## src/inc/ddrcpd_pkg.sv

```systemverilog
`default_nettype none
package ddrcpd_pkg;

	// Width of the bank address pins
	localparam int BANK_W = 2;
	// Data beats in one burst (burst length four)
	localparam int BURST_BEATS = 4;
	// Width of the beat counter
	localparam int BEAT_W = 3;
	// Reset value of the beat counter
	localparam logic [2:0] BEAT_RST = 3'h0;
	// Reset value of the crossing history
	localparam logic CROSS_RST = 1'b0;

	// Command pins as sampled together; all active low
	typedef struct packed {
		logic cs_n;
		logic ras_n;
		logic cas_n;
		logic we_n;
	} ddrcpd_cmd_pins_t;

	// Reset value of the command pins: deselect
	localparam ddrcpd_cmd_pins_t CMD_PINS_RST = 4'hF;

	// Decoded commands
	typedef enum logic [2:0] {
		CMD_NOP,
		CMD_ACT,
		CMD_READ,
		CMD_WRITE,
		CMD_PRE,
		CMD_REF,
		CMD_MRS
	} ddrcpd_cmd_t;

	// Power states reached through the clock enable
	typedef enum logic [1:0] {
		PWR_ON,
		PWR_PRE_PD,
		PWR_ACT_PD,
		PWR_SELF_REF
	} ddrcpd_pwr_t;

endpackage
`default_nettype wire

```

## src/logic/ddrcpd_sync.sv

```systemverilog
`timescale 1ns/1ps
`default_nettype none
// Two-stage synchroniser for a vector of pin inputs
module ddrcpd_sync #(
	parameter int WIDTH = 1
) (
	// Clock and reset
	input wire logic i_sys_clk,
	input wire logic i_arst_n,
	// Asynchronous input and synchronised output
	input wire logic [WIDTH-1:0] i_async,
	output logic [WIDTH-1:0] o_sync
);

	// First stage; only the second stage reads it
	logic [WIDTH-1:0] meta_r;

	// Refuse a width the logic cannot serve, at elaboration
	if (WIDTH < 1) begin : g_bad_width
		$error("ddrcpd_sync: WIDTH must be at least one");
	end

	// Both stages clear to zero under reset
	always_ff @(posedge i_sys_clk or negedge i_arst_n) begin
		if (!i_arst_n) begin
			meta_r <= '0;
			o_sync <= '0;
		end else begin
			meta_r <= i_async;
			o_sync <= meta_r;
		end
	end

endmodule
`default_nettype wire

```

## src/logic/ddrcpd_top.sv

```systemverilog
`timescale 1ns/1ps
`default_nettype none
// Functional notes
// Chip select high masks every command
// Decode chip select with the three strobes
// Drop write beats sampled with mask high
// Clock enable low picks power-down by banks
// Clock enable sampled on clock for entry
// Self refresh exit seen without clock edge
// Read beats timed on both clock crossings
// Controller keeps clock enable high during bursts
// Termination input ignored when disabled
// Deselect is a no-op, burst continues
module ddrcpd_top #(
	parameter int DQ_W = 8,
	parameter int NUM_BANKS = 4
) (
	// System clock and reset
	input wire logic i_sys_clk,
	input wire logic i_arst_n,
	// Differential memory clock pins, sampled as data
	input wire logic i_ck_p,
	input wire logic i_ck_n,
	// Control pins
	input wire logic i_cke,
	input wire ddrcpd_pkg::ddrcpd_cmd_pins_t i_cmd_pins,
	input wire logic [ddrcpd_pkg::BANK_W-1:0] i_bank,
	input wire logic i_a10,
	input wire logic i_termination_enable,
	// Write data pins
	input wire logic [DQ_W-1:0] i_dq,
	input wire logic i_write_byte_mask,
	// Mode setting and array read data, same clock
	input wire logic i_term_allowed,
	input wire logic [DQ_W-1:0] i_rd_data,
	// Decoded command
	output logic o_cmd_valid,
	output ddrcpd_pkg::ddrcpd_cmd_t o_cmd,
	output logic [ddrcpd_pkg::BANK_W-1:0] o_cmd_bank,
	// Write beats to the array
	output logic o_wr_valid,
	output logic [DQ_W-1:0] o_wr_data,
	// Read beats toward the pins
	output logic o_rd_valid,
	output logic [DQ_W-1:0] o_rd_data,
	// Device state
	output ddrcpd_pkg::ddrcpd_pwr_t o_pwr_state,
	output logic [NUM_BANKS-1:0] o_bank_open,
	output logic o_term_on
);
	import ddrcpd_pkg::*;

	// Packed pin vector width
	localparam int PIN_W = 2 + 1 + 4 + BANK_W + 1 + 1 + DQ_W + 1;

	// Refuse widths the logic cannot serve, at elaboration
	if (DQ_W < 1) begin : g_bad_dq
		$error("ddrcpd_top: DQ_W must be at least one");
	end
	// Bank tracking decodes every code of the bank pins
	if (NUM_BANKS != (1 << BANK_W)) begin : g_bad_banks
		$error("ddrcpd_top: NUM_BANKS must match bank pins");
	end

	// Synchronised pins
	logic [PIN_W-1:0] pins_s;
	logic ck_p_s;
	logic ck_n_s;
	logic cke_s;
	ddrcpd_cmd_pins_t cmd_s;
	logic [BANK_W-1:0] bank_s;
	logic a10_s;
	logic term_pin_s;
	logic [DQ_W-1:0] dq_s;
	logic mask_s;

	// All pins share one delay, so command, mask and data stay aligned
	ddrcpd_sync #(
		.WIDTH(PIN_W)
	) u_sync (
		.i_sys_clk(i_sys_clk),
		.i_arst_n(i_arst_n),
		.i_async({i_ck_p, i_ck_n, i_cke, i_cmd_pins, i_bank, i_a10,
			i_termination_enable, i_dq, i_write_byte_mask}),
		.o_sync(pins_s)
	);

	assign {ck_p_s, ck_n_s, cke_s, cmd_s, bank_s, a10_s, term_pin_s, dq_s,
		mask_s} = pins_s;

	// Crossing detection; clock pair must be well below the system rate
	logic diff_r;
	logic diff_now;
	logic rise_x;
	logic fall_x;
	logic any_x;

	assign diff_now = ck_p_s & ~ck_n_s;
	// A crossing needs both legs to have swapped; equal legs leave the
	// history alone, so a leg that has moved early cannot fake a crossing
	assign rise_x = diff_now & ~diff_r;
	assign fall_x = ~ck_p_s & ck_n_s & diff_r;
	assign any_x = rise_x | fall_x;

	// Crossing history follows settled levels only
	always_ff @(posedge i_sys_clk or negedge i_arst_n) begin
		if (!i_arst_n) begin
			diff_r <= CROSS_RST;
		end else if (ck_p_s ^ ck_n_s) begin
			diff_r <= diff_now;
		end
	end

	// Command decode from all four pins together
	ddrcpd_cmd_t cmd_dec;
	always_comb begin
		cmd_dec = CMD_NOP;
		if (!cmd_s.cs_n) begin
			case ({cmd_s.ras_n, cmd_s.cas_n, cmd_s.we_n})
				3'h3: cmd_dec = CMD_ACT;
				3'h5: cmd_dec = CMD_READ;
				3'h4: cmd_dec = CMD_WRITE;
				3'h2: cmd_dec = CMD_PRE;
				3'h1: cmd_dec = CMD_REF;
				3'h0: cmd_dec = CMD_MRS;
				default: cmd_dec = CMD_NOP;
			endcase
		end
	end

	// Commands are taken only while awake with clock enable high
	logic cmd_take;
	assign cmd_take = rise_x & cke_s & (o_pwr_state == PWR_ON);

	// Decoded command output, one-cycle pulse
	always_ff @(posedge i_sys_clk or negedge i_arst_n) begin
		if (!i_arst_n) begin
			o_cmd_valid <= 1'b0;
			o_cmd <= CMD_NOP;
			o_cmd_bank <= '0;
		end else begin
			o_cmd_valid <= cmd_take && (cmd_dec != CMD_NOP);
			if (cmd_take) begin
				o_cmd <= cmd_dec;
				o_cmd_bank <= bank_s;
			end
		end
	end

	// Open-row tracking per bank
	genvar gb;
	generate
		for (gb = 0; gb < NUM_BANKS; gb++) begin : g_bank
			always_ff @(posedge i_sys_clk or negedge i_arst_n) begin
				if (!i_arst_n) begin
					o_bank_open[gb] <= 1'b0;
				end else if (cmd_take) begin
					// Activate opens, precharge closes, A10 closes all
					if (cmd_dec == CMD_ACT && bank_s == BANK_W'(gb)) begin
						o_bank_open[gb] <= 1'b1;
					end else if (cmd_dec == CMD_PRE &&
						(a10_s || bank_s == BANK_W'(gb))) begin
						o_bank_open[gb] <= 1'b0;
					end
				end
			end
		end
	endgenerate

	// Power state machine
	always_ff @(posedge i_sys_clk or negedge i_arst_n) begin
		if (!i_arst_n) begin
			o_pwr_state <= PWR_ON;
		end else begin
			case (o_pwr_state)
				PWR_ON: begin
					// Entry sampled on a rising crossing only
					if (rise_x && !cke_s) begin
						if (cmd_dec == CMD_REF && ~|o_bank_open) begin
							o_pwr_state <= PWR_SELF_REF;
						end else if (|o_bank_open) begin
							o_pwr_state <= PWR_ACT_PD;
						end else begin
							o_pwr_state <= PWR_PRE_PD;
						end
					end
				end
				PWR_PRE_PD, PWR_ACT_PD: begin
					// Power-down exit also waits for a crossing
					if (rise_x && cke_s) begin
						o_pwr_state <= PWR_ON;
					end
				end
				PWR_SELF_REF: begin
					// The clock may be stopped here, so the level alone wakes
					if (cke_s) begin
						o_pwr_state <= PWR_ON;
					end
				end
				default: o_pwr_state <= PWR_ON;
			endcase
		end
	end

	// Burst beat counters; deselect does not touch a running burst
	logic [BEAT_W-1:0] wr_beats_r;
	logic [BEAT_W-1:0] rd_beats_r;

	// Write burst counter, loaded by a write command
	always_ff @(posedge i_sys_clk or negedge i_arst_n) begin
		if (!i_arst_n) begin
			wr_beats_r <= BEAT_RST;
		end else if (cmd_take && cmd_dec == CMD_WRITE) begin
			wr_beats_r <= BEAT_W'(BURST_BEATS);
		end else if (any_x && wr_beats_r != BEAT_RST) begin
			wr_beats_r <= wr_beats_r - BEAT_W'(1);
		end
	end

	// Read burst counter, loaded by a read command
	always_ff @(posedge i_sys_clk or negedge i_arst_n) begin
		if (!i_arst_n) begin
			rd_beats_r <= BEAT_RST;
		end else if (cmd_take && cmd_dec == CMD_READ) begin
			rd_beats_r <= BEAT_W'(BURST_BEATS);
		end else if (any_x && rd_beats_r != BEAT_RST) begin
			rd_beats_r <= rd_beats_r - BEAT_W'(1);
		end
	end

	// Write beats on each crossing of a burst; masked beats vanish
	always_ff @(posedge i_sys_clk or negedge i_arst_n) begin
		if (!i_arst_n) begin
			o_wr_valid <= 1'b0;
			o_wr_data <= '0;
		end else begin
			o_wr_valid <= any_x && wr_beats_r != BEAT_RST && !mask_s;
			if (any_x && !mask_s) begin
				o_wr_data <= dq_s;
			end
		end
	end

	// Read beats launched on both crossing directions
	always_ff @(posedge i_sys_clk or negedge i_arst_n) begin
		if (!i_arst_n) begin
			o_rd_valid <= 1'b0;
			o_rd_data <= '0;
		end else begin
			o_rd_valid <= any_x && rd_beats_r != BEAT_RST;
			if (any_x) begin
				o_rd_data <= i_rd_data;
			end
		end
	end

	// Termination follows the pin only when the mode setting allows it
	always_ff @(posedge i_sys_clk or negedge i_arst_n) begin
		if (!i_arst_n) begin
			o_term_on <= 1'b0;
		end else begin
			// Self refresh disables this receiver as well
			o_term_on <= i_term_allowed && term_pin_s &&
				(o_pwr_state != PWR_SELF_REF);
		end
	end

endmodule
`default_nettype wire

```

## config.mk

```make
export PLATFORM = sky130hd
export DESIGN_NAME = ddrcpd_top
export DESIGN_NICKNAME = d
export VERILOG_FILES = /design/src/inc/ddrcpd_pkg.sv /design/src/logic/ddrcpd_sync.sv /design/src/logic/ddrcpd_top.sv
export SDC_FILE = /design/constraint.sdc
export NUM_CORES = 1
export LEC_CHECK = 0
export BUFFER_PORTS_ARGS = -buffer_cell sky130_fd_sc_hd__buf_2
export CORE_MARGIN = 4
export CORE_UTILIZATION = 57
export CTS_BUF_LIST = sky130_fd_sc_hd__clkbuf_8 sky130_fd_sc_hd__clkbuf_16
export CTS_CLUSTER_DIAMETER = 40
export DETAILED_ROUTE_END_ITERATION = 12
export PLACE_DENSITY = 0.9
export SYNTH_ARGS = -nofsm -noshare
export SYNTH_HDL_FRONTEND = slang
export SYNTH_SLANG_ARGS = --single-unit
```

## constraint.sdc

```tcl
create_clock -name i_sys_clk -period 4.95 [get_ports i_sys_clk]
set_input_delay 0.2475 -clock i_sys_clk [delete_from_list [all_inputs] [get_ports i_sys_clk]]
set_output_delay 0.2475 -clock i_sys_clk [all_outputs]
set_load 0.05 [all_outputs]
```

# ---- Word-level counts from Yosys, hierarchy flattened
# Cells that the tools add are included.
# W data, S select, Z words.
dict set report op_classes {
  mul 0
  div_mod_pow 0
  reduce_logical 46
  eq_ne 20
  n_mux 20
  addsub 2
  order_cmp 0
  n_bitwise 11
  shifts 0
}
# op n
set op_table {}
lappend op_table {{$logic_and A1 B1 Y1} 20}
lappend op_table {{$pmux W3 S6} 1}
lappend op_table {{$mux W3} 5}
lappend op_table {{$eq A3 B2 Y1 const B} 4}
lappend op_table {{$eq A3 B3 Y1 const B} 4}
lappend op_table {{$reduce_bool A2 Y1} 6}
lappend op_table {{$mux W2} 5}
lappend op_table {{$reduce_bool A3 Y1} 3}
lappend op_table {{$eq A2 B2 Y1 const B} 4}
lappend op_table {{$mux W1} 8}
lappend op_table {{$reduce_and A2 Y1} 4}
lappend op_table {{$and A1 B1 Y1} 6}
lappend op_table {{$eq A3 B1 Y1 const B} 2}
lappend op_table {{$pmux W2 S3} 1}
lappend op_table {{$sub A3 B1 Y3 const B} 2}
lappend op_table {{$eq A2 B1 Y1 const B} 2}
lappend op_table {{$logic_not A2 Y1} 2}
lappend op_table {{$logic_or A1 B1 Y1} 4}
lappend op_table {{$ne A2 B1 Y1 const B} 2}
lappend op_table {{$ne A2 B2 Y1 const B} 2}
lappend op_table {{$reduce_or A4 Y1} 1}
lappend op_table {{$logic_not A1 Y1} 3}
lappend op_table {{$logic_not A3 Y1} 1}
lappend op_table {{$not A1 Y1} 3}
lappend op_table {{4 further kinds} 4}
dict set report word_totals {
  word_cells 117
  mem_bits_rw 0
  romBits 0
  latchBits 0
  in_bits 31
  memories 0
  output_inout_bits 31
  regBits 78
}

# ---- Logic depth before layout (Yosys ltp)
# Gate-level depths: netlist of the first run.
dict set report logic_depth {
  ltp_word 8
  depth_mapped 6
  mapped_depth_nobuf 5
}

# ---- By module
# Synthesis of the first run repeated with hierarchy kept, for this count alone.
dict set report hier_totals {
  cells_unflattened 188
  area_unflattened_um2 2751.4
}
# mod instances area_each_um2 cells_each seq_area_each_um2
set by_module_without_submodules {}
lappend by_module_without_submodules {ddrcpd_top 1 1750.4 148 950.9}
lappend by_module_without_submodules {ddrcpd_sync 1 1001.0 40 1001.0}

# ---- Least setup slack after synthesis of the first run
# Ideal clock, no wire load.
dict set report synth_path {
  path_kind {register to register}
  start {reg o_pwr_state[0]}
  end {reg wr_beats_r[2]}
  period_less_slack_ns 2.019
  required_time_ns 4.819
  stages_incl_launch_ff 7
  slack_ns 2.931
  arrival_time_ns 1.887
  path_buffers 1
  setup_time_ns 0.131
  path_cell_list {dfrtp_1 > inv_1 > ha_1 > and4b_1 > buf_6 > and4b_4 > or3b_1}
}
dict set report synth_via {
  elab_chain_len 4
  elab_cells_between_ends 5
  cone_classes {mux (1); bitwise (1); reduce/logical (3)}
}
# item line
set synth_rtl {}
lappend synth_rtl {{start, declared} ddrcpd_top.sv:47} ;# output ddrcpd_pkg::ddrcpd_pwr_t o_pwr_state,
lappend synth_rtl {{start signal, assigned} ddrcpd_top.sv:173} ;# o_pwr_state <= PWR_ON;
lappend synth_rtl {{start signal, assigned} ddrcpd_top.sv:180} ;# o_pwr_state <= PWR_SELF_REF;
lappend synth_rtl {{start signal, assigned} ddrcpd_top.sv:182} ;# o_pwr_state <= PWR_ACT_PD;
lappend synth_rtl {{$logic_not A2 Y1 *} ddrcpd_top.sv:133} ;# assign cmd_take = rise_x & cke_s & (o_pwr_state == PWR_ON);
lappend synth_rtl {{$and A1 B1 Y1 *} ddrcpd_top.sv:133}
lappend synth_rtl {{$logic_and A1 B1 Y1 *} ddrcpd_top.sv:213} ;# end else if (cmd_take && cmd_dec == CMD_WRITE) begin
lappend synth_rtl {{$mux W3 or $reduce_bool A2 Y1 (tied branches)} -}
lappend synth_rtl {{end signal, assigned} ddrcpd_top.sv:214} ;# wr_beats_r <= BEAT_W'(BURST_BEATS);
lappend synth_rtl {{end signal, assigned} ddrcpd_top.sv:216} ;# wr_beats_r <= wr_beats_r - BEAT_W'(1);
lappend synth_rtl {{end, declared} ddrcpd_top.sv:206} ;# logic [BEAT_W-1:0] wr_beats_r;
# Every way passes the cells marked *; elsewhere a longest branch is shown, timed or not.
# A chain may end at the register's enable or synchronous reset.

# ---- Worst setup path in the final report of the first run
dict set report layout_path {
  start {reg u_sync.o_sync[18]}
  end {reg o_wr_data[4]}
}
dict set report layout_via {
  elab_chain_len 5
  elab_cells_between_ends 7
  cone_classes {bitwise (6); reduce/logical (1)}
}
# item line
set layout_rtl {}
lappend layout_rtl {{start, declared} ddrcpd_sync.sv:12} ;# output logic [WIDTH-1:0] o_sync
lappend layout_rtl {{start signal, assigned} ddrcpd_sync.sv:30} ;# o_sync <= meta_r;
lappend layout_rtl {{$not A1 Y1} ddrcpd_top.sv:98} ;# assign diff_now = ck_p_s & ~ck_n_s;
lappend layout_rtl {{$and A1 B1 Y1} ddrcpd_top.sv:98}
lappend layout_rtl {{via diff_now} ddrcpd_top.sv:93} ;# logic diff_now;
lappend layout_rtl {{$and A1 B1 Y1} ddrcpd_top.sv:101} ;# assign rise_x = diff_now & ~diff_r;
lappend layout_rtl {{$or A1 B1 Y1} ddrcpd_top.sv:103} ;# assign any_x = rise_x | fall_x;
lappend layout_rtl {{$logic_and A1 B1 Y1} ddrcpd_top.sv:238} ;# if (any_x && !mask_s) begin
lappend layout_rtl {{end signal, assigned} ddrcpd_top.sv:239} ;# o_wr_data <= dq_s;
lappend layout_rtl {{end, declared} ddrcpd_top.sv:42} ;# output logic [DQ_W-1:0] o_wr_data,
# The timed path passes the listed nets, and every way through them passes these cells.

==> reports/qor.yml, run 1 <==
status:
  run_status: "complete, no violations"
route:
  wire_per_inst_um: 13.77
  vias: 1732
  drt_iter0_drc: 91
  vias_per_cell: 4.934
  ant_nets: 0
  drc: 0
  drt_first_pass_iters: 4
  finalWirelength_um: 4835
cts:
  cts_made_buffers: 9
  cts_sinks: 78
  cts_resized: 0
  path_clk_slew_ns: 0.09
  htree_levels: 3
  clock_latency_ns: 0.35
  root_buffer: "clkbuf_8"
  clk_path_buf_depth: 2
  cts_tree: "done"
place:
  dpl.hpwl_um: 3006
  gp_congestion: 0.8205
  io_buffers: 61
yosys:
  yosys_warnings: 0
  postSynthAreaPerCell_sq_um: 14.65
  yosysSeqAreaShare: 0.6974
  netlist.area_leader.share: 0.6974
  ys_types: 37
  synth_commonest_cells: "dfrtp_1, mux2_1, inv_1, nand2_1, a21oi_1"
  synth_edf_count: 0
  synth_area_leaders: "dfrtp_1, mux2_1, ha_1"
  synth_nets: 230
  synth_area_sq_um: 2799
  yosysMostFrequentCell: "dfrtp_1"
  synthFlopType: "dfrtp_1"
  async_flop_share: 1.000
  ys_ff_latch: 78
  synth_largest_area_cell: "dfrtp_1"
  postSynthCellCount: 191
floorplanning:
  placementRows: 25
  die_w_um: 78.08
  core_sq_um: 4755
  dieHeight_um: 78.08
  die-area_sq_um: 6096
  start_util: 0.5887
  ios: 62
critical_path:
  rrSetupSlack_ns: 2.74
  crit_required_ns: 5.19
  start_kind: "flop"
  r2r-end: "o_wr_data[4]"
  cp-startpoint: "u_sync.o_sync[18]"
  r2r_start: "u_sync.o_sync[18]"
  critPathKind: "reg -> reg"
  rr_worst_depth: 5
  crit_arrival_ns: 2.45
  setup.worst_path.end_class: "flop"
  endpoint: "o_wr_data[4]"
  cp_max_fo: 23
grt:
  grt_max_degree: 79
  grt-ovfl-total: 0
  grt_pass1_wl_um: 8473
  antenna_found_initial: 0
  grt_pass1_vias: 1798
  track_usage: 0.1826
timing:
  grt_setup_unrepaired: "false"
  fmaxAchievable_ghz: 0.4518
  setup_violations: 0
  fin_crit_sh: 0.4471
  final.min_clock_period_ns: 2.213
  finalSetupTns_ns: 0
  worst_pin_slew_ns: 1.190
  slew_headroom: 0.1909
  drv_slew: 0
  hold_ws_ns: 0.01081
  clock_skew_ns: 0.008612
  finalHoldViolations: 0
final_layout:
  n_antenna_cell: 0
  layout.nets: 318
  fillCellCount: 316
  drive_above_1_share: 0.3275
  syn2layout_area_growth_pct: 26.33
pwr:
  powerDensity_nw_per_um2: 508.9
  irDropWorstVdd_mv: 0.3084
  p_leak_nw: 1.731
flow_run:
  maxCapViolCount: 0
min_path:
  min-delay-start: "i_bank[1]"
  hp-class: "in -> reg"
==> what timing repair did <==
action	4_1_cts	5_1_grt
hold endpoints to repair	17	2
endpoints found under the setup margin	0	0
buffers inserted	0	0
hold buffers	17	2
==> worst min-delay path by stage <==
stage                              endpoint  slack, ns  cells after the start
after global routing      u_sync.meta_r[12]     -0.003                      1
after detailed placement   u_sync.o_sync[0]       0.33                      0
after CTS                 u_sync.meta_r[12]     0.0005                      1
final                     u_sync.meta_r[12]       0.01                      1
after global placement     u_sync.o_sync[4]       0.33                      0
after floorplan                      diff_r      -0.05                      0
==> metal layers <==
metal	global-route usage	vias up	share of wire	routed length (um)
met2	0.2920	48	0.51	2457
met3	0.06307	8	0.055	264
li1	-	841	-	-
met5	0	-	0	0
met4	0.08392	0	0.016	78
met1	0.2252	835	0.42	2034
==> layout make-up <==
type	count	area, sq um	area share
clock buffer	9	123.9	0.03503
multi-input combinational	100	785.8	0.2222
inverter	10	37.54	0.01062
clock inverter	7	55.05	0.01557
sequential	78	1952	0.5520
timing repair buffer	80	498.0	0.1408
tap	67	83.83	0.02371
==> power breakdown <==
group | switching [W] | internal, W
sequential | 0.0000589 | 0.000743
combinational | 0.000394 | 0.000174
clock | 0.000242 | 0.000187
==> sequential cells by signal, indices dropped and copies added, names as in the netlist <==
register       flops
o_bank_open        4
o_rd_valid         1
o_cmd_bank         2
o_cmd              3
wr_beats_r         3
u_sync.meta_r     20
u_sync.o_sync     20
o_wr_valid         1
rd_beats_r         3
o_pwr_state        2
diff_r             1
o_rd_data          8
o_cmd_valid        1
o_term_on          1
o_wr_data          8
==> per-stage QoR <==
step / std cells / setup slack (ns) / power, W / utilization / instance area [sq um]
after floorplan: 191 / 2.931 / 0.001228 / - / 2799
after global placement: 316 / 2.796 / 0.001349 / 0.6661 / 3167
after detailed placement: 316 / 2.685 / 0.001373 / 0.6661 / 3167
after CTS: 349 / 2.696 / 0.001813 / 0.7395 / 3516
after global routing: 351 / 2.507 / 0.001917 / 0.7437 / 3536
final: 351 / 2.737 / 0.001799 / 0.7437 / 3536
==> kinds of logic after synthesis <==
kind of cell,after synthesis,share of synthesized area
mux,20,0.08046
fa+ha+maj,8,0.03576
buf+inv,13,0.02190
simple gates,43,0.1001
compound gates,29,0.06437
flops,78,0.6974
==> critical path, stage by stage (launching register included) <==
cell,delay [ns]
dfrtp_1,0.36
inv_1,0.05
ha_1,0.25
mux2i_2,0.93
nor2_4,0.14
mux2_1,0.38
==> placed cells by master (no fill, tap or decap), types with 2 or more instances in the layout <==
master / synthesis / layout
dlygate4sd3_1: 0 / 19
o21ai_0: 6 / 6
nor3_1: 4 / 4
nand2_1: 10 / 10
clkinvlp_4: 0 / 2
or3b_1: 2 / 2
a21oi_1: 9 / 9
o31ai_1: 3 / 3
nor2_1: 5 / 5
buf_2: 1 / 60
a31oi_1: 3 / 3
mux2_1: 12 / 12
or2_2: 3 / 3
mux2i_1: 2 / 2
inv_1: 10 / 10
ha_1: 8 / 8
inv_6: 0 / 3
dfrtp_1: 78 / 78
nor2b_1: 5 / 5
clkbuf_8: 0 / 9
mux2_2: 5 / 5
a21o_1: 2 / 2
or3_1: 4 / 4
nor3b_2: 2 / 2
(Power assumes the default switching activity.)
==> run 2: changes to the inputs <==
CORE_UTILIZATION = 48   (was 57)
PLACE_DENSITY = 0.82   (was 0.9)
clock period = 1.8 ns   (was 4.95 ns; I/O delays follow)
==> reports/qor.yml, run 2 (same netlist as run 1, synthesis figures left out) <==
critical_path:
  slowest_delay_ns: 0.39  # was 0.93 ns
  start_kind: "flop"  # unchanged
  critPathKind: "reg -> reg"  # unchanged
  cp_max_fo: 23  # unchanged
  crit_required_ns: 2.03  # was 5.19 ns
  setup.worst_path.end_class: "flop"  # unchanged
  worstPathCellList: "inv_1 > ha_1 > mux2i_2 > buf_12 > nor2_4 > mux2_1"  # was inv_1 > ha_1 > mux2i_2 > nor2_4 > mux2_1
  crit_arrival_ns: 1.90  # was 2.45 ns
  cp_slowest_cell: "dfrtp_1"  # was mux2i_2
timing:
  worst_pin_slew_ns: 0.5521  # was 1.190 ns
  final.min_clock_period_ns: 1.672  # was 2.213 ns
  finalSetupTns_ns: 0  # unchanged
  slew_headroom: 0.6319  # was 0.1909
  drv_slew: 0  # unchanged
  clock_skew_ns: 0.01173  # was 0.008612 ns
  fmaxAchievable_ghz: 0.5981  # was 0.4518 GHz
  hold_ws_ns: 0.2985  # was 0.01081 ns
  finalHoldViolations: 0  # unchanged
  setup_violations: 0  # unchanged
  fin_crit_sh: 0.9289  # was 0.4471
  setup_slack_ns: 0.1280  # was 2.737 ns
  grt_setup_unrepaired: "false"  # unchanged
place:
  gp_congestion: 0.7358  # was 0.8205
  post-place-ws_ns: 0.1311  # was 2.685 ns
  dpl.hpwl_um: 3295  # was 3006 um
  io_buffers: 61  # unchanged
floorplanning:
  start_util: 0.5021  # was 0.5887
  core_sq_um: 5574  # was 4755 sq um
  dieHeight_um: 84.36  # was 78.08 um
  die-area_sq_um: 7117  # was 6096 sq um
  ios: 62  # unchanged
  die_w_um: 84.36  # was 78.08 um
  placementRows: 27  # was 25
route:
  drc: 0  # unchanged
  drt_first_pass_iters: 4  # unchanged
  ant_nets: 0  # unchanged
  vias_per_cell: 4.852  # was 4.934
  drt_iter0_drc: 77  # was 91
  finalWirelength_um: 5281  # was 4835 um
  wire_per_inst_um: 14.20  # was 13.77 um
  vias: 1805  # was 1732
pwr:
  p_leak_nw: 1.828  # was 1.731 nW
  powerDensity_nw_per_um2: 1400  # was 508.9 nW/um^2
  irDropWorstVdd_mv: 1.143  # was 0.3084 mV
final_layout:
  n_antenna_cell: 0  # unchanged
  layout.nets: 334  # was 318
  drive_above_1_share: 0.3433  # was 0.3275
  mostFrequentLayoutCells: "dfrtp_1, buf_2, dlygate4sd3_1"  # unchanged
  final_common_cell: "dfrtp_1"  # unchanged
  syn2layout_area_growth_pct: 34.78  # was 26.33%
  top_regs: "u_sync.meta_r x20, u_sync.o_sync x20"  # unchanged
cts:
  cts_made_buffers: 9  # unchanged
  htree_levels: 3  # unchanged
  clk_path_buf_depth: 2  # unchanged
  cts_sinks: 78  # unchanged
  clock_latency_ns: 0.35  # about the same
  root_buffer: "clkbuf_8"  # unchanged
  path_clk_slew_ns: 0.08  # was 0.09 ns
  cts_tree: "done"  # unchanged
  post-cts-setup-buffers: 0  # unchanged
grt:
  grt-ovfl-total: 0  # unchanged
  track_usage: 0.1706  # was 0.1826
  antenna_found_initial: 0  # unchanged
  grt_pass1_vias: 2009  # was 1798
  grt_pass1_wl_um: 9549  # was 8473 um
  grt_max_degree: 44  # was 79
min_path:
  hp-class: "in -> async"  # was in -> reg
flow_run:
  maxCapViolCount: 0  # unchanged
status:
  run_status: "complete, no violations"  # unchanged
[run 2: cell types whose count changed in the layout (fill, tap and decap cells not counted), sizes merged]
| cell | delta |
|---|---|
| inv | -2 |
| bufinv | +2 |
| buf | +5 |
| dlygate4sd3 | +11 |
[run 2: repair_timing]
action | CTS | global route
hold buffers | 30 | 0
endpoints found under the hold margin | 70 | 0
resized for setup | 0 | 0
[run 2: where the power goes]
group	internal (W)	leakage (nW)	switching, W
registers	0.00205	0.938	0.000170
logic	0.000540	0.785	0.00110
clock network	0.000784	0.106	0.000637
total	0.00337	1.83	0.00191
[run 2: final cells by class]
cell class	instances	area [sq um]
inverters	10	37.54
clock inverters	7	97.59
clock buffers	9	123.9
repair buffers	96	670.6
flip-flops and latches	78	1954
multi-input cells	100	798.3
well taps	72	90.09
fillers	391	1802
[run 2: worst max-delay path, delay by kind of cell, from the launching register on]
kind / cells / cell delay (ns)
flops: 1 / 0.39
simple gates: 1 / 0.21
mux: 2 / 0.48
buf+inv: 2 / 0.23
fa+ha+maj: 1 / 0.24
[run 2: metrics by stage]
step / instance area [sq um] / power (W) / instances / util
3_3_place_gp: 3251 / 0.003785 / 326 / 0.5832
3_5_place_dp: 3251 / 0.003856 / 326 / 0.5832
2_1_floorplan: 2814 / 0.003419 / 191 / -
5_1_grt: 3772 / 0.005588 / 372 / 0.6768
4_1_cts: 3772 / 0.005331 / 372 / 0.6768
6_report: 3772 / 0.005282 / 372 / 0.6768
[run 2: routing by layer]
| layer | track usage | wire length, um | vias up | share of wire |
|---|---|---|---|---|
| li1 | - | - | 874 | - |
| met5 | 0 | 0 | - | 0 |
| met4 | 0.07338 | 101 | 0 | 0.019 |
| met3 | 0.05103 | 359 | 10 | 0.068 |
| met2 | 0.2755 | 2577 | 56 | 0.49 |
| met1 | 0.2150 | 2244 | 865 | 0.42 |
[run 2: path summary, 6_finish.rpt]
kind / cells after the start / start / slack, ns / endpoint
setup / recovery: 6 / u_sync.o_sync[18] / 0.13 / o_wr_data[5]
hold reg to reg: 0 / u_sync.meta_r[12] / 0.35 / u_sync.o_sync[12]
min in group i_sys_clk: 0 / u_sync.meta_r[12] / 0.35 / u_sync.o_sync[12]
setup reg to reg: 6 / u_sync.o_sync[18] / 0.13 / o_wr_data[5]
max in group asynchronous: 3 / i_arst_n / 0.93 / o_term_on
hold / removal: 2 / i_arst_n / 0.30 / o_wr_valid
==> run 3: changes to the inputs <==
--- a/config.mk
+++ b/config.mk
@@ -8,2 +8,4 @@
 export BUFFER_PORTS_ARGS = -buffer_cell sky130_fd_sc_hd__buf_2
+export CAP_MARGIN = 10
+export CORE_ASPECT_RATIO = 0.7
 export CORE_MARGIN = 4
--- a/constraint.sdc
+++ b/constraint.sdc
@@ -3,2 +3,2 @@
 set_output_delay 0.09 -clock i_sys_clk [all_outputs]
-set_load 0.05 [all_outputs]
+set_load 0.005 [all_outputs]
==> reports/qor.yml, run 3 (same netlist as run 1, synthesis figures left out) <==
status:
  run_status: "complete, no violations"  # unchanged
pwr:
  p_leak_nw: 1.822  # was 1.828 nW
  powerDensity_nw_per_um2: 1210  # was 1400 nW/um^2
  p_total_w: 0.004517  # was 0.005282 W
  irDropWorstVdd_mv: 0.5969  # was 1.143 mV
floorplanning:
  die-area_sq_um: 7137  # was 7117 sq um
  start_util: 0.5135  # was 0.5021
  placementRows: 22  # was 27
  dieHeight_um: 71.89  # was 84.36 um
  core_sq_um: 5450  # was 5574 sq um
  ios: 62  # unchanged
  die_w_um: 99.27  # was 84.36 um
grt:
  grt_max_degree: 51  # was 44
  grt_pass1_vias: 1971  # was 2009
  track_usage: 0.1611  # was 0.1706
  antenna_found_initial: 0  # unchanged
  grt-ovfl-total: 0  # unchanged
  grt_pass1_wl_um: 8970  # was 9549 um
cts:
  cts_tree: "done"  # unchanged
  root_buffer: "clkbuf_8"  # unchanged
  path_clk_slew_ns: 0.09  # was 0.08 ns
  cts_sinks: 78  # unchanged
  htree_levels: 3  # unchanged
  clock_latency_ns: 0.35  # about the same
  cts_resized: 0  # unchanged
  clk_path_buf_depth: 2  # unchanged
  cts_made_buffers: 9  # unchanged
critical_path:
  critPathBufInv: 2  # unchanged
  critPathKind: "reg -> reg"  # unchanged
  crit_required_ns: 2.03  # about the same
  start_kind: "flop"  # unchanged
  setup.worst_path.end_class: "flop"  # unchanged
  cp_max_fo: 23  # unchanged
  slowest_delay_ns: 0.39  # about the same
  path_delay_family: "multiplexers"  # unchanged
  crit_arrival_ns: 1.92  # was 1.90 ns
  cp_slowest_cell: "dfrtp_1"  # unchanged
  rr_worst_depth: 6  # unchanged
  worstPathCellList: "inv_1 > ha_1 > mux2i_2 > buf_12 > nor2_4 > mux2_1"  # unchanged
  cp_num_cells: 6  # unchanged
final_layout:
  mostFrequentLayoutCells: "dfrtp_1, buf_2, dlygate4sd3_1"  # unchanged
  final_common_cell: "dfrtp_1"  # unchanged
  fin_util: 0.6848  # was 0.6768
  layout.nets: 333  # was 334
  drive_above_1_share: 0.3244  # was 0.3433
  top_regs: "u_sync.meta_r x20, u_sync.o_sync x20"  # unchanged
  n_antenna_cell: 0  # unchanged
  syn2layout_area_growth_pct: 33.35  # was 34.78%
route:
  ant_nets: 0  # unchanged
  drt_iter0_drc: 66  # was 77
  vias: 1829  # was 1805
  drt_first_pass_iters: 4  # unchanged
  drc: 0  # unchanged
  finalWirelength_um: 5183  # was 5281 um
  vias_per_cell: 4.930  # was 4.852
  wire_per_inst_um: 13.97  # was 14.20 um
timing:
  drv_slew: 0  # unchanged
  grt_setup_unrepaired: "false"  # unchanged
  fmaxAchievable_ghz: 0.5944  # was 0.5981 GHz
  setup_slack_ns: 0.1175  # was 0.1280 ns
  slew_headroom: 0.5946  # was 0.6319
  hold_ws_ns: 0.2937  # was 0.2985 ns
  final.min_clock_period_ns: 1.683  # was 1.672 ns
  setup_violations: 0  # unchanged
  finalSetupTns_ns: 0  # unchanged
  fin_crit_sh: 0.9347  # was 0.9289
  clock_skew_ns: 0.01164  # was 0.01173 ns
  finalHoldViolations: 0  # unchanged
  worst_pin_slew_ns: 0.6081  # was 0.5521 ns
place:
  post-place-ws_ns: 0.09768  # was 0.1311 ns
  io_buffers: 61  # unchanged
  dpl.hpwl_um: 3436  # was 3295 um
  gp_congestion: 0.7656  # was 0.7358
flow_run:
  maxCapViolCount: 0  # unchanged
min_path:
  hp-class: "in -> async"  # unchanged
run 3: cell count changes in the layout (fill, tap and decap cells not counted), sizes merged:
cell      before  now
inv           11   13
buf           66   65
bufinv         2    1
clkinvlp       2    1
run 3: area by class of cell:
type                    count  area [sq um]
fillers                   394          1718
clock buffers               9         123.9
well taps                  72         90.09
clock inverters             7         80.08
repair buffers             95         663.1
flip-flops and latches     78          1952
multi-input cells         100         785.8
inverters                  10         37.54
run 3: repair_timing:
action	CTS	global route
endpoints found under the hold margin	78	0
buffers inserted	0	0
endpoints found under the setup margin	0	0
hold buffers	30	0
run 3: metrics by stage:
stage | cells | area (sq um)
floorplan | 191 | 2799
global placement | 325 | 3228
detailed placement | 325 | 3228
CTS | 371 | 3732
global route | 371 | 3732
finish | 371 | 3732
run 3: metal layers:
metal	GRT usage	part of all wire	up-vias
li1	-	-	873
met5	0	0	-
met3	0.07397	0.074	6
met1	0.1980	0.43	901
met2	0.2664	0.49	49
met4	0.03182	0.0058	0
run 3: report_power, final:
group          switching [W]  leakage (nW)  internal [W]  total, W
sequential          0.000170         0.941       0.00204   0.00221
clock               0.000665         0.102      0.000659   0.00132
combinational       0.000464         0.779      0.000515  0.000980
run 3: path summary, 6_finish.rpt:
check | from | endpoint | slack [ns]
max reg2reg | u_sync.o_sync[18] | o_wr_data[6] | 0.12
min in group i_sys_clk | u_sync.meta_r[19] | u_sync.o_sync[19] | 0.34
min reg2reg | u_sync.meta_r[19] | u_sync.o_sync[19] | 0.34
min | i_arst_n | o_term_on | 0.29
max in group asynchronous | i_arst_n | o_wr_valid | 0.95
max | u_sync.o_sync[18] | o_wr_data[6] | 0.12
